===== config.mk =====
export PLATFORM = sky130hd
export DESIGN_NAME = pif_flags
export DESIGN_NICKNAME = d
export VERILOG_FILES = /design/src/hdl/pif_flags.v
export VERILOG_INCLUDE_DIRS = /design/src /design/src/hdl
export SDC_FILE = /design/constraint.sdc
export NUM_CORES = 1
export LEC_CHECK = 0
export BUFFER_PORTS_ARGS = -buffer_cell sky130_fd_sc_hd__buf_2
export CORE_UTILIZATION = 52
export CTS_BUF_LIST = sky130_fd_sc_hd__clkbuf_8
export CTS_CLUSTER_SIZE = 8
export DETAILED_ROUTE_END_ITERATION = 6
export GPL_TIMING_DRIVEN = 0
export HOLD_SLACK_MARGIN = 0.02
export PLACE_DENSITY = 0.88
export SETUP_SLACK_MARGIN = 0.02
export SLEW_MARGIN = 30
export SYNTH_ARGS = -nofsm -noshare
export SYNTH_HDL_FRONTEND = slang
export SYNTH_SLANG_ARGS = --single-unit

===== constraint.sdc =====
create_clock -name aclk -period 1.8 [get_ports aclk]
set_input_delay 0.27 -clock aclk [delete_from_list [all_inputs] [get_ports aclk]]
set_output_delay 0.27 -clock aclk [all_outputs]
set_load 0.005 [all_outputs]

===== src/hdl/pif_defs.vh =====
/*
  constants for the peripheral interrupt flag block: register byte
  offsets, flag bit positions, reset values and capture/compare modes.
  assumes inclusion by bare name from the design file.
*/
`ifndef PIF_DEFS_VH
`define PIF_DEFS_VH

// register byte addresses on the axi4-lite bus
`define PIF_FLAGS_A_ADDR   4'h0
`define PIF_FLAGS_B_ADDR   4'h4
`define PIF_MODE_ADDR      4'h8
`define PIF_RX_BUF_ADDR    4'hc

// flag positions in flags a
`define PIF_A_TIMER_ONE_COUNT_BIT     0
`define PIF_A_TIMER_TWO_COUNT_BIT     1
`define PIF_A_CCPA_BIT     2
`define PIF_A_SYNC_BIT     3
`define PIF_A_TX_BIT       4
`define PIF_A_RX_BIT       5

// flag positions in flags b
`define PIF_B_CCPB_BIT     0
`define PIF_B_TIMER_THREE_COUNT_BIT     1
`define PIF_B_LV_BIT       2
`define PIF_B_BCOL_BIT     3

// mask of software-clearable bits
`define PIF_A_SW_MASK      8'h0f
`define PIF_B_SW_MASK      8'h0f

// reset values
`define PIF_FLAGS_RESET    8'h00
`define PIF_MODE_RESET     4'h0

// capture/compare unit modes
`define PIF_MODE_OFF       2'h0
`define PIF_MODE_CAPTURE   2'h1
`define PIF_MODE_COMPARE   2'h2
`define PIF_MODE_PWM       2'h3

// axi responses
`define PIF_RESP_OKAY      2'h0
`define PIF_RESP_SLVERR    2'h2

`endif


===== src/hdl/pif_flags.v =====
/*
  peripheral interrupt flag registers a and b with an axi4-lite slave.
  assumes event inputs are one-cycle pulses or levels from logic on aclk,
  except low_voltage_in, which comes from an analog detector.
  the bus side keeps one write and one read in flight at most; only the
  low byte lane carries register data, and wstrb[0] gates every write.
*/
// Chosen here: register access over AXI4-Lite and the address map.
`include "pif_defs.vh"
`timescale 1ns/1ps
`default_nettype none

module pif_flags (
  input  wire        aclk,            // system clock
  input  wire        aresetn,         // synchronous reset, active low
  input  wire [3:0]  s_axi_awaddr,    // write address
  input  wire        s_axi_awvalid,   // write address valid
  output wire        s_axi_awready,   // write address ready
  input  wire [31:0] s_axi_wdata,     // write data
  input  wire [3:0]  s_axi_wstrb,     // write byte strobes
  input  wire        s_axi_wvalid,    // write data valid
  output wire        s_axi_wready,    // write data ready
  output reg  [1:0]  s_axi_bresp,     // write response
  output reg         s_axi_bvalid,    // write response valid
  input  wire        s_axi_bready,    // write response ready
  input  wire [3:0]  s_axi_araddr,    // read address
  input  wire        s_axi_arvalid,   // read address valid
  output wire        s_axi_arready,   // read address ready
  output reg  [31:0] s_axi_rdata,     // read data
  output reg  [1:0]  s_axi_rresp,     // read response
  output reg         s_axi_rvalid,    // read data valid
  input  wire        s_axi_rready,    // read data ready
  input  wire        rx_word_in,      // receiver delivers a word, pulse
  input  wire [7:0]  rx_data_in,      // received word
  input  wire        tx_taken_in,     // transmitter took the tx word, pulse
  output reg         tx_write_out,    // tx buffer written, pulse
  output reg  [7:0]  tx_data_out,     // word written to tx buffer
  input  wire        sync_done_in,    // sync port transfer done, pulse
  input  wire        bus_collision_in,// sync port bus collision, pulse
  input  wire        capcmp_a_capture_in, // unit a capture, pulse
  input  wire        capcmp_b_capture_in, // unit b capture, pulse
  input  wire        timer_one_count_ovf_in, // timer one wraps, pulse
  input  wire [15:0] timer_one_count, // timer one count
  input  wire [15:0] capcmp_a_compare_in, // unit a compare value
  input  wire [15:0] capcmp_b_compare_in, // unit b compare value
  input  wire [7:0]  timer_two_count, // timer two count
  input  wire [7:0]  timer_two_period,// timer two period
  input  wire [15:0] timer_three_count, // timer three count
  input  wire        low_voltage_in   // detector: supply low, async level
);

  // flag, buffer and mode state
  reg  [7:0]  flags_a_reg;
  reg  [7:0]  flags_b_reg;
  reg  [3:0]  mode_reg;               // [1:0] unit a mode, [3:2] unit b mode
  reg  [7:0]  rx_buf_reg;
  reg         rx_full_reg;
  reg         tx_empty_reg;
  reg  [15:0] timer_three_count_prev_reg;
  reg  [7:0]  timer_two_count_prev_reg;
  reg  [15:0] timer_one_count_prev_reg;
  reg         lv_meta_reg;
  reg         lv_sync_reg;

  // write channel holding registers
  reg         aw_hold_reg;
  reg  [3:0]  aw_addr_reg;
  reg         w_hold_reg;
  reg  [31:0] w_data_reg;
  reg  [3:0]  w_strb_reg;

  // combinational terms
  reg  [7:0]  set_a;
  reg  [7:0]  set_b;
  reg  [31:0] rd_word;
  reg  [1:0]  rd_resp;
  wire        wr_go;
  wire        rd_go;
  wire        wr_a;
  wire        wr_b;
  wire [1:0]  mode_a;
  wire [1:0]  mode_b;
  wire        match_a;
  wire        match_b;

  // address decodes and sticky next values
  wire [3:0]  rd_addr;                // read address on a word boundary
  wire        rd_buf;                 // read of the receive buffer
  wire        wr_buf;                 // write of the transmit buffer
  wire        wr_mode;                // write of the mode register
  wire [3:0]  flags_a_next;           // sticky low nibble of flags a
  wire [3:0]  flags_b_next;           // sticky low nibble of flags b
  genvar      i;

  // a write fires once address and data are both held
  assign s_axi_awready = ~aw_hold_reg & ~s_axi_bvalid;
  assign s_axi_wready  = ~w_hold_reg & ~s_axi_bvalid;
  assign s_axi_arready = ~s_axi_rvalid;
  assign wr_go  = aw_hold_reg & w_hold_reg & ~s_axi_bvalid;
  assign rd_go  = s_axi_arvalid & ~s_axi_rvalid;
  assign wr_a   = wr_go & (aw_addr_reg == `PIF_FLAGS_A_ADDR) & w_strb_reg[0];
  assign wr_b   = wr_go & (aw_addr_reg == `PIF_FLAGS_B_ADDR) & w_strb_reg[0];
  assign mode_a = mode_reg[1:0];
  assign mode_b = mode_reg[3:2];
  // compare match: count steps onto the compare value
  assign match_a = (timer_one_count == capcmp_a_compare_in) &
                   (timer_one_count_prev_reg != capcmp_a_compare_in);
  assign match_b = (timer_one_count == capcmp_b_compare_in) &
                   (timer_one_count_prev_reg != capcmp_b_compare_in);
  // word address decodes, so an unaligned read aliases like the mux does
  assign rd_addr = {s_axi_araddr[3:2], 2'b00};
  assign rd_buf  = rd_go & (rd_addr == `PIF_RX_BUF_ADDR);
  assign wr_buf  = wr_go & (aw_addr_reg == `PIF_RX_BUF_ADDR) & w_strb_reg[0];
  assign wr_mode = wr_go & (aw_addr_reg == `PIF_MODE_ADDR) & w_strb_reg[0];

  // hardware set terms for each sticky flag
  always @* begin
    set_a = 8'h00;
    set_b = 8'h00;
    set_a[`PIF_A_TIMER_ONE_COUNT_BIT] = timer_one_count_ovf_in;
    set_a[`PIF_A_TIMER_TWO_COUNT_BIT] = (timer_two_count == timer_two_period) &
                             (timer_two_count_prev_reg != timer_two_period);
    set_a[`PIF_A_CCPA_BIT] =
      ((mode_a == `PIF_MODE_CAPTURE) & capcmp_a_capture_in) |
      ((mode_a == `PIF_MODE_COMPARE) & match_a);
    set_a[`PIF_A_SYNC_BIT] = sync_done_in;
    set_b[`PIF_B_CCPB_BIT] =
      ((mode_b == `PIF_MODE_CAPTURE) & capcmp_b_capture_in) |
      ((mode_b == `PIF_MODE_COMPARE) & match_b);
    set_b[`PIF_B_TIMER_THREE_COUNT_BIT] = (timer_three_count == 16'h0000) &
                             (timer_three_count_prev_reg == 16'hffff);
    set_b[`PIF_B_LV_BIT]   = lv_sync_reg;
    set_b[`PIF_B_BCOL_BIT] = bus_collision_in;
  end

  // per-bit sticky next value: a written zero clears, a set term wins
  generate
    for (i = 0; i < 4; i = i + 1) begin : g_sticky
      assign flags_a_next[i] = (wr_a ? (flags_a_reg[i] & w_data_reg[i])
                                     : flags_a_reg[i]) | set_a[i];
      assign flags_b_next[i] = (wr_b ? (flags_b_reg[i] & w_data_reg[i])
                                     : flags_b_reg[i]) | set_b[i];
    end
  endgenerate

  // sticky flags: set wins over a software clear in the same cycle
  always @(posedge aclk) begin
    if (!aresetn) begin
      flags_a_reg <= `PIF_FLAGS_RESET;
      flags_b_reg <= `PIF_FLAGS_RESET;
    end else begin
      flags_a_reg[3:0] <= flags_a_next;
      flags_a_reg[7:4] <= {2'b00, rx_full_reg, tx_empty_reg};
      flags_b_reg[3:0] <= flags_b_next;
      flags_b_reg[7:4] <= 4'h0;
    end
  end

  // count history for the edge detectors; it tracks the counts through
  // reset so that a count already on its match value raises no flag
  always @(posedge aclk) begin
    timer_one_count_prev_reg <= timer_one_count;
    timer_two_count_prev_reg <= timer_two_count;
    timer_three_count_prev_reg <= timer_three_count;
  end

  // two-flop synchroniser for the detector level from outside aclk
  always @(posedge aclk) begin
    if (!aresetn) begin
      lv_meta_reg <= 1'b0;
      lv_sync_reg <= 1'b0;
    end else begin
      lv_meta_reg <= low_voltage_in;
      lv_sync_reg <= lv_meta_reg;
    end
  end

  // receive buffer: a new word wins over a read in the same cycle
  always @(posedge aclk) begin
    if (!aresetn) begin
      rx_full_reg <= 1'b0;
      rx_buf_reg  <= 8'h00;
    end else if (rx_word_in) begin
      rx_full_reg <= 1'b1;
      rx_buf_reg  <= rx_data_in;
    end else if (rd_buf) begin
      rx_full_reg <= 1'b0;
    end
  end

  // transmit buffer: a software write wins over the transmitter taking
  // the old word, since the buffer then holds a fresh one
  always @(posedge aclk) begin
    if (!aresetn) begin
      tx_empty_reg <= 1'b1;
      tx_write_out <= 1'b0;
      tx_data_out  <= 8'h00;
    end else begin
      tx_write_out <= wr_buf;
      if (wr_buf) begin
        tx_empty_reg <= 1'b0;
        tx_data_out  <= w_data_reg[7:0];
      end else if (tx_taken_in) begin
        tx_empty_reg <= 1'b1;
      end
    end
  end

  // capture/compare mode register, one nibble in the low byte lane
  always @(posedge aclk) begin
    if (!aresetn) begin
      mode_reg <= `PIF_MODE_RESET;
    end else if (wr_mode) begin
      mode_reg <= w_data_reg[3:0];
    end
  end

  // write address: held from its handshake until the pair goes
  always @(posedge aclk) begin
    if (!aresetn) begin
      aw_hold_reg <= 1'b0;
      aw_addr_reg <= 4'h0;
    end else if (s_axi_awvalid && s_axi_awready) begin
      aw_hold_reg <= 1'b1;
      aw_addr_reg <= {s_axi_awaddr[3:2], 2'b00};
    end else if (wr_go) begin
      aw_hold_reg <= 1'b0;
    end
  end

  // write data: held from its handshake until the pair goes
  always @(posedge aclk) begin
    if (!aresetn) begin
      w_hold_reg <= 1'b0;
      w_data_reg <= 32'h00000000;
      w_strb_reg <= 4'h0;
    end else if (s_axi_wvalid && s_axi_wready) begin
      w_hold_reg <= 1'b1;
      w_data_reg <= s_axi_wdata;
      w_strb_reg <= s_axi_wstrb;
    end else if (wr_go) begin
      w_hold_reg <= 1'b0;
    end
  end

  // write response: every write answers okay, unmapped ones do nothing
  always @(posedge aclk) begin
    if (!aresetn) begin
      s_axi_bvalid <= 1'b0;
      s_axi_bresp  <= `PIF_RESP_OKAY;
    end else if (wr_go) begin
      s_axi_bvalid <= 1'b1;
      s_axi_bresp  <= `PIF_RESP_OKAY;
    end else if (s_axi_bvalid && s_axi_bready) begin
      s_axi_bvalid <= 1'b0;
    end
  end

  // read data mux
  always @* begin
    rd_resp = `PIF_RESP_OKAY;
    case (rd_addr)
      `PIF_FLAGS_A_ADDR: rd_word = {24'h000000, flags_a_reg};
      `PIF_FLAGS_B_ADDR: rd_word = {24'h000000, 4'h0, flags_b_reg[3:0]};
      `PIF_MODE_ADDR:    rd_word = {28'h0000000, mode_reg};
      `PIF_RX_BUF_ADDR:  rd_word = {24'h000000, rx_buf_reg};
      default: begin
        rd_word = 32'h00000000;
        rd_resp = `PIF_RESP_SLVERR;
      end
    endcase
  end

  // read channel
  always @(posedge aclk) begin
    if (!aresetn) begin
      s_axi_rvalid <= 1'b0;
      s_axi_rdata  <= 32'h00000000;
      s_axi_rresp  <= `PIF_RESP_OKAY;
    end else if (rd_go) begin
      s_axi_rvalid <= 1'b1;
      s_axi_rdata  <= rd_word;
      s_axi_rresp  <= rd_resp;
    end else if (s_axi_rvalid && s_axi_rready) begin
      s_axi_rvalid <= 1'b0;
    end
  end

endmodule // pif_flags

`default_nettype wire


==> impl_metrics.ini, run 1 <==
[synth]
syn_avg_cell_area_sq_um = 9.853
postSynthCellCount = 423
yosysWarnings = 0
synth_top_cells_by_area = dfxtp_1, xnor2_1, xor2_1
synth_area_leader_cell = dfxtp_1
ys_ff_latch = 99
ys_seq_area_share_pct = 47.55
synth_area_sq_um = 4168
synth.distinct_cells = 40
synth_top_area_share_pct = 47.55

[cts]
htree_levels = 3
cts_inserted_buffers = 9
cts-resized-gates = 0
clock-sinks = 99
cts_tree = done
clk_latency_ps = 360
clk_pin_slew_ps = 100
post_cts_buffers = 0
clock_path_buffers = 2
ctsRootBufferMaster = clkbuf_8

[cells_and_area]
most-common-layout-cells = buf_2, dfxtp_1, xnor2_1, nor2_1, xor2_1
drive_above_1_share_pct = 30.55
nets = 764
num_antenna_cells = 0
area_delta_synth_final_pct = 31.49
final_cell_area_sq_um = 5480
final_common_cell = buf_2

[power]
power_mw = 4.397
p_clk_share_pct = 31.9
p_sw_mw = 1.228
vdd_ir_drop_max_uv = 535.5
power_frac_seq_pct = 53.6
sw_frac_of_total_pct = 27.93
power.density_nw_per_um2 = 802.4
p_int_mw = 3.169
p_leak_nw = 2.497
p_comb_share_pct = 14.5

[hold_path]
whs_endpoint = timer_three_count_prev_reg[4]$_DFF_P_
min_path_type = in2reg
whs_path_depth = 1
min_from = timer_three_count[4]

[timing]
max_slew_margin_pct = 64.11
hold_viol_final = 0
rsz0062_at_grt = no
finalSetupViolCount = 0
worst_slack_ps = 282.3
worstMarginPinSlew_ps = 538.4
maxSlewViolCount = 0
layout_min_cycle_time_ps = 1518
finalSetupTns_ps = 0
fin_crit_sh_pct = 84.32
max_freq_mhz = 658.9
clock_skew_ps = 10.94

[drt]
firstDrtPassIters = 4
drc = 0
vias = 3568
drt-initial-drc-count = 127
ant_nets = 0
routed_wl_microns = 10230
vias_per_cell = 4.928
wl_per_cell_microns = 14.13

[die]
core_area_sq_um = 7727
die_y_microns = 91.53
row_count = 32
io-pin-count = 197
initial_utilization_pct = 53.93
die_area_sq_um = 8377
fp.dieW_microns = 91.53

[global_routing]
grt_pass1_vias = 3559
grt.total_usage_pct = 24.85
overflow = 0
grt_pass1_wl_microns = 16150
grt_max_degree = 20
antenna_found_initial = 0

[worst_setup_path]
critPathBufInv = 2
ff2ff_setup_slack_ps = 390
critPathLaunchType = input port
slowest_delay_ps = 540
critPathKind = in2reg
arrival_ps = 1800
r2r-end = flags_a_reg[2]$_SDFF_PN0_
crit_chain = dlygate4sd3_1 > buf_2 > xor2_1 > nor4_1 > o211ai_1 > a21oi_1
crit_required_ps = 2090
r2r_cells = 4
critPathCaptureType = flip-flop
cpMaxStageDelayCell = dlygate4sd3_1
crit_family = buffers and inverters
cp_max_fo = 2
crit-reg2reg-launch = s_axi_bvalid$_SDFFE_PN0P_

[run_status]
outcome = complete, no violations

[place]
post-dp-hpwl_microns = 7681
io_buffers = 135
dpl_cell_area_sq_um = 5069
gp_congestion = 0.8686
place_ws_ps = 395.8

[run]
cap_violations = 0
[synthesized netlist by cell type, drive strengths merged]
master / instances
nand3: 5
and3b: 1
and4: 1
nor4: 15
nor2b: 1
clkbuf: 6
a21oi: 25
nand4b: 1
o41a: 2
nand4: 16
a211oi: 1
o31ai: 2
nor4b: 1
mux4: 4
and3: 1
and2: 7
xor2: 34
or2: 1
a22oi: 2
mux2i: 20
nor2: 36
o21ai: 10
nor3b: 1
a221oi: 2
xnor2: 46
and4b: 1
or2b: 1
o211ai: 1
nand2b: 1
nand2: 33
dfxtp: 99
conb: 1
nor3: 4
inv: 9
buf: 32
[stage by stage]
step	utilization, %	hold WS [ps]	instances
after global routing	70.92	16.57	724
final	70.92	29.73	724
after global placement	65.59	387.5	686
after floorplan	-	297.7	449
after CTS	70.40	20.97	720
after detailed placement	65.59	389.9	686
[routing by layer]
layer	global-route usage, %	up-vias	share of wire, %
li1	-	1773	-
met1	27.58	1648	39
met2	46.74	138	52
met3	5.025	9	7.2
met4	8.201	0	1.3
met5	0	-	0
[power groups by stage]
| stage | clock [mW] | combinational (mW) | sequential [mW] |
|---|---|---|---|
| 2_1_floorplan | 0 | 0.341 | 2.39 |
| 3_3_place_gp | 0 | 0.575 | 2.40 |
| 3_5_place_dp | 0 | 0.593 | 2.41 |
| 4_1_cts | 1.40 | 0.625 | 2.36 |
| 5_1_grt | 1.52 | 0.699 | 2.37 |
| 6_report | 1.40 | 0.637 | 2.36 |
[worst max-delay path by stage]
| stage | startpoint | endpoint | slack, ps | cells after the start |
|---|---|---|---|---|
| global placement | s_axi_bvalid$_SDFFE_PN0P_ | flags_b_reg[0]$_SDFF_PN0_ | 410 | 4 |
| global route | timer_two_count[4] | flags_a_reg[1]$_SDFF_PN0_ | 220 | 6 |
| finish | timer_two_count[4] | flags_a_reg[1]$_SDFF_PN0_ | 280 | 6 |
| floorplan | s_axi_bvalid$_SDFFE_PN0P_ | flags_a_reg[2]$_SDFF_PN0_ | 540 | 4 |
| CTS | timer_two_count[6] | flags_a_reg[1]$_SDFF_PN0_ | 340 | 6 |
| detailed placement | s_axi_bvalid$_SDFFE_PN0P_ | flags_b_reg[0]$_SDFF_PN0_ | 400 | 4 |
[worst register-to-register path: cells and delay by family (launching register included)]
| family | cells | cell delay [ps] |
|---|---|---|
| AO/OA/AOI/OAI | 3 | 600 |
| flip-flops | 1 | 390 |
| AND/OR/NAND/NOR | 1 | 310 |
[cell type report]
cell class	instances	area, sq um
clock buffer	9	123.9
buffer	38	259.0
inverter	9	33.78
fill	600	2247
tap	102	127.6
timing repair buffer	157	895.9
clock inverter	7	67.56
sequential	99	1982
multi-input combinational	303	1991
[timing repair]
action	CTS	global route
setup endpoints to repair	0	0
hold endpoints to repair	18	4
hold buffers	18	4
[cells by family (layout without fill, tap and decap cells)]
group	after synthesis	after routing	share of synthesized area [%]
compound gates	45	45	6.244
xor+xnor	80	80	16.81
buf+inv	47	220	7.025
flops	99	99	47.55
mux	24	24	6.965
other cells	1	27	0.08998
simple gates	127	127	15.31
Note: power is estimated with default switching activity, not from simulation.
==> run 2: changes to the inputs <==
- CORE_UTILIZATION: 52 -> 43
- PLACE_DENSITY: 0.88 -> 0.78
- clock period: 1.8 -> 1.35 ns (I/O delays scaled with it)
==> impl_metrics.ini, run 2 (synthesis gave the netlist of run 1 again) <==
[worst_setup_path]
crit_family = simple AND/OR/NAND/NOR gates
critPathCaptureType = flip-flop
critPathBufInv = 0
r2r_cells = 4
arrival_ps = 1600
slowest_delay_ps = 370
r2r-end = mode_reg[0]$_SDFFE_PN0P_
setup.worst_path.end = mode_reg[0]$_SDFFE_PN0P_
crit-reg2reg-launch = s_axi_bvalid$_SDFFE_PN0P_
crit_required_ps = 1570
cp_max_fo = 5
critPathKind = reg2reg
critPathLaunchType = flip-flop
crit_chain = nand4b_1 > nor3_4 > mux2i_1 > nor2_1
ff2ff_setup_slack_ps = -30
cpMaxStageDelayCell = dfxtp_4
worst-path-stages = 4
critPathLaunch = s_axi_bvalid$_SDFFE_PN0P_

[cells_and_area]
post-route-util_pct = 61.94
final_cell_count_no_fill = 765
area_delta_synth_final_pct = 38.64
final_common_cell = buf_2
num_antenna_cells = 0
drive_above_1_share_pct = 31.76
nets = 778
most-common-layout-cells = buf_2, dfxtp_1, xnor2_1, dlygate4sd3_1, nor2_1
final_cell_area_sq_um = 5778
n_fill_cell = 786
regArea_sq_um = 1989
multi_input_comb_area_sq_um = 2067

[timing]
clock_skew_ps = 11.53
rsz0062_at_grt = yes
max_freq_mhz = 725.4
worst_slack_ps = -28.55
max_slew_margin_pct = 62.58
finalSetupTns_ps = -91.79
maxSlewViolCount = 0
fin_crit_sh_pct = 102.1
worstMarginPinSlew_ps = 561.3
layout_min_cycle_time_ps = 1379
hold_viol_final = 0
finalSetupViolCount = 6
whs_ps = 59.04

[place]
post-dp-hpwl_microns = 7806
numPlacedInstances = 713
io_buffers = 135
dpl_cell_area_sq_um = 5102
gp_congestion = 0.7873
place_ws_ps = -73.82

[die]
die_y_microns = 100.5
row_count = 35
fp.dieW_microns = 100.5
die_area_sq_um = 10090
initial_utilization_pct = 44.68
io-pin-count = 197
core_area_sq_um = 9328

[run]
cap_violations = 0

[drt]
wl_per_cell_microns = 14.09
vias = 3631
drc = 0
vias_per_cell = 4.746
firstDrtPassIters = 4
ant_nets = 0
routed_wl_microns = 10780
drt-initial-drc-count = 107

[global_routing]
antenna_found_initial = 0
grt.total_usage_pct = 21.44
overflow = 0
grt_pass1_wl_microns = 16700
grt_max_degree = 19
grt_pass1_vias = 3694

[cts]
clk_latency_ps = 360
ctsRootBufferMaster = clkbuf_8
cts_tree = done
clock_path_buffers = 2
clock-sinks = 99
htree_levels = 3
cts_inserted_buffers = 9
clk_pin_slew_ps = 100

[power]
power.density_nw_per_um2 = 1020
power_mw = 5.891
p_leak_nw = 2.581
vdd_ir_drop_max_uv = 671.6

[hold_path]
min_path_type = in2reg

[run_status]
violations = negative setup slack
outcome = finished with violations
-- run 2: cell types whose count changed in the layout (fill, tap and decap cells not counted), sizes merged --
cell	before	now
dlygate4sd3	22	40
buf	167	162
clkbuf	15	16
clkinv	2	1
clkinvlp	0	1
dlymetal6s4s	0	1
inv	14	13
-- run 2: area by class of cell --
| class | count | share of cell area [%] |
|---|---|---|
| multi-input combinational | 303 | 35.77 |
| sequential | 99 | 34.43 |
| timing repair buffer | 171 | 18.60 |
| buffer | 38 | 4.504 |
| tap | 129 | 2.793 |
| clock buffer | 10 | 2.382 |
| clock inverter | 6 | 0.9311 |
| inverter | 9 | 0.5847 |
-- run 2: how the worst min path moves through the flow --
| stage | depth (start not counted) | slack [ps] | start | to |
|---|---|---|---|---|
| 3_5_place_dp | 1 | 320 | timer_three_count[9] | timer_three_count_prev_reg[9]$_DFF_P_ |
| 6_report | 2 | 60 | low_voltage_in | lv_meta_reg$_SDFF_PN0_ |
| 5_1_grt | 2 | 40 | low_voltage_in | lv_meta_reg$_SDFF_PN0_ |
| 4_1_cts | 2 | 40 | low_voltage_in | lv_meta_reg$_SDFF_PN0_ |
| 2_1_floorplan | 0 | 230 | timer_one_count[0] | timer_one_count_prev_reg[0]$_DFF_P_ |
| 3_3_place_gp | 1 | 320 | timer_three_count[10] | timer_three_count_prev_reg[10]$_DFF_P_ |
-- run 2: power breakdown --
part           switching (mW)  internal [mW]
logic                   0.426          0.487
registers              0.0920           3.05
clock network            1.08          0.757
-- run 2: metal layers --
layer	wire length [microns]	GRT usage (%)	up-vias
met5	0	0	-
met4	155	7.358	0
met3	651	4.300	12
met2	5605	40.78	135
met1	4368	23.56	1681
li1	-	-	1803
-- run 2: what timing repair did --
item,in CTS,in global routing
gates resized for setup,4,25
hold buffers,41,0
gates cloned,0,1
endpoints found under the setup margin,14,21
pin swaps,1,11
endpoints found under the hold margin,41,0
buffers inserted,1,1
-- run 2: worst reg2reg max path: cells and delay by family, from the launching register on --
kind,cells,cell delay (ps)
simple gates,3,650
flops,1,370
mux,1,220
==> run 3: changes to the inputs <==
- SETUP_SLACK_MARGIN: 0.02 -> 0.2
==> impl_metrics.ini, run 3 (synthesis gave the netlist of run 1 again) <==
[run_status]
outcome = finished with violations
violations = negative setup slack

[worst_setup_path]
critPathCaptureType = flip-flop
crit_required_ps = 1590
arrival_ps = 1600
ff2ff_setup_slack_ps = -10
r2r_cells = 4
r2r-end = flags_a_reg[2]$_SDFF_PN0_
crit-reg2reg-launch = s_axi_bvalid$_SDFFE_PN0P_
cp_max_fo = 3
critPathKind = reg2reg
critPathLaunchType = flip-flop

[power]
sw_frac_of_total_pct = 25.82
power.density_nw_per_um2 = 1005
p_int_mw = 4.415
p_clk_share_pct = 30.5
p_sw_mw = 1.536
p_comb_share_pct = 16.6
vdd_ir_drop_max_uv = 744.0
power_frac_seq_pct = 52.9
p_leak_nw = 2.639

[timing]
max_slew_margin_pct = 59.05
clock_skew_ps = 9.244
max_freq_mhz = 733.4
whs_ps = 55.10
finalSetupViolCount = 2
worst_slack_ps = -13.56
hold_viol_final = 0
worstMarginPinSlew_ps = 614.2
rsz0062_at_grt = yes
fin_crit_sh_pct = 101.0
layout_min_cycle_time_ps = 1364
maxSlewViolCount = 0

[drt]
route.layer.met1.wl_microns = 4427
firstDrtPassIters = 4
ant_nets = 0
vias = 3756
routed_wl_microns = 11250
maxUsedRoutingLayer = met4
met2_length_microns = 5739
drt-initial-drc-count = 52
wl_per_cell_microns = 14.48
vias_per_cell = 4.834
drc = 0
dr_wl_met3_microns = 666

[global_routing]
grt_max_degree = 16
overflow = 0
grt_pass1_wl_microns = 17460
antenna_found_initial = 0
grt_pass1_vias = 3844
grt.total_usage_pct = 22.33

[hold_path]
whs_path_depth = 3
whs_endpoint = tx_empty_reg$_SDFFE_PN1P_
min_from = tx_taken_in
min_path_type = in2reg

[cells_and_area]
drive_above_1_share_pct = 35.49
most-common-layout-cells = buf_2, dfxtp_1, xnor2_1, dlygate4sd3_1, buf_4
area_delta_synth_final_pct = 42.09
nets = 793
final_common_cell = buf_2
num_antenna_cells = 0
final_cell_area_sq_um = 5922
post-route-util_pct = 63.49

[cts]
ctsRootBufferMaster = clkbuf_8
clock-sinks = 99
cts_inserted_buffers = 9
cts_tree = done
clk_latency_ps = 360
clock_path_buffers = 2
clk_pin_slew_ps = 90
htree_levels = 3

[place]
gp_congestion = 0.8483
dpl_cell_area_sq_um = 5104
io_buffers = 135
post-dp-hpwl_microns = 7807

[die]
die_y_microns = 100.5
initial_utilization_pct = 44.68
row_count = 35
die_area_sq_um = 10090
fp.dieW_microns = 100.5
io-pin-count = 197
core_area_sq_um = 9328

[run]
cap_violations = 0
## run 3: cell count changes in the layout (fill, tap and decap cells not counted), moves of 4 or more
cell	previous run	this run
a21oi_1	24	17
a21oi_2	1	8
buf_2	130	138
buf_4	30	36
nor4_1	10	15
nor4_2	4	0
o21ai_0	5	1
o21ai_2	1	6
## run 3: worst max-delay path, stage by stage (launching register included)
cell      delay [ps]
dfxtp_4          350
nand4b_1         280
o41a_1           390
o21ai_2          150
o31ai_2           80
## run 3: through the flow
step,cells,power (mW),TNS (ps),setup slack [ps]
floorplan,449,3.641,0,116.2
global placement,713,3.976,-45.26,-23.92
detailed placement,713,4.006,-106.5,-36.84
CTS,770,5.904,-296.2,-62.17
global route,777,6.205,-675.4,-121.0
finish,777,5.952,-25.14,-13.56
## run 3: per-layer routing
| layer | track usage (%) | vias up |
|---|---|---|
| met5 | 0 | - |
| met4 | 11.04 | 0 |
| met3 | 5.617 | 38 |
| met2 | 41.20 | 156 |
| met1 | 23.55 | 1736 |
| li1 | - | 1826 |
## run 3: area by class of cell
cell class,count,area (sq um)
Sequential cell,99,1996
Inverter,9,33.78
Tap cell,129,161.4
Timing Repair Buffer,186,1169
Fill cell,773,3406
Clock inverter,4,53.80
Multi-Input combinational cell,303,2118
Buffer,38,266.5
Clock buffer,9,123.9
## run 3: worst max path at each step
| stage | slack, ps | endpoint | start |
|---|---|---|---|
| floorplan | 120 | flags_a_reg[2]$_SDFF_PN0_ | s_axi_bvalid$_SDFFE_PN0P_ |
| global placement | -20 | flags_a_reg[2]$_SDFF_PN0_ | aw_hold_reg$_SDFFE_PN0P_ |
| detailed placement | -40 | flags_a_reg[2]$_SDFF_PN0_ | aw_hold_reg$_SDFFE_PN0P_ |
| CTS | -60 | mode_reg[1]$_SDFFE_PN0P_ | s_axi_bvalid$_SDFFE_PN0P_ |
| global route | -120 | mode_reg[1]$_SDFFE_PN0P_ | s_axi_bvalid$_SDFFE_PN0P_ |
| finish | -10 | flags_a_reg[2]$_SDFF_PN0_ | s_axi_bvalid$_SDFFE_PN0P_ |
## run 3: power by group through the flow
stage	Combinational [mW]	Sequential (mW)	Clock, mW
final	0.986	3.15	1.82
after global routing	1.07	3.16	1.97
after CTS	0.912	3.14	1.85
after detailed placement	0.798	3.21	0
after global placement	0.775	3.20	0
after floorplan	0.454	3.19	0
## run 3: repair_timing
item | CTS | global route
cloned | 1 | 1
setup endpoints to repair | 35 | 44
hold buffers | 40 | 1
hold endpoints to repair | 40 | 1
setup buffers | 3 | 5
gates resized for setup | 30 | 23
pin swaps | 5 | 9
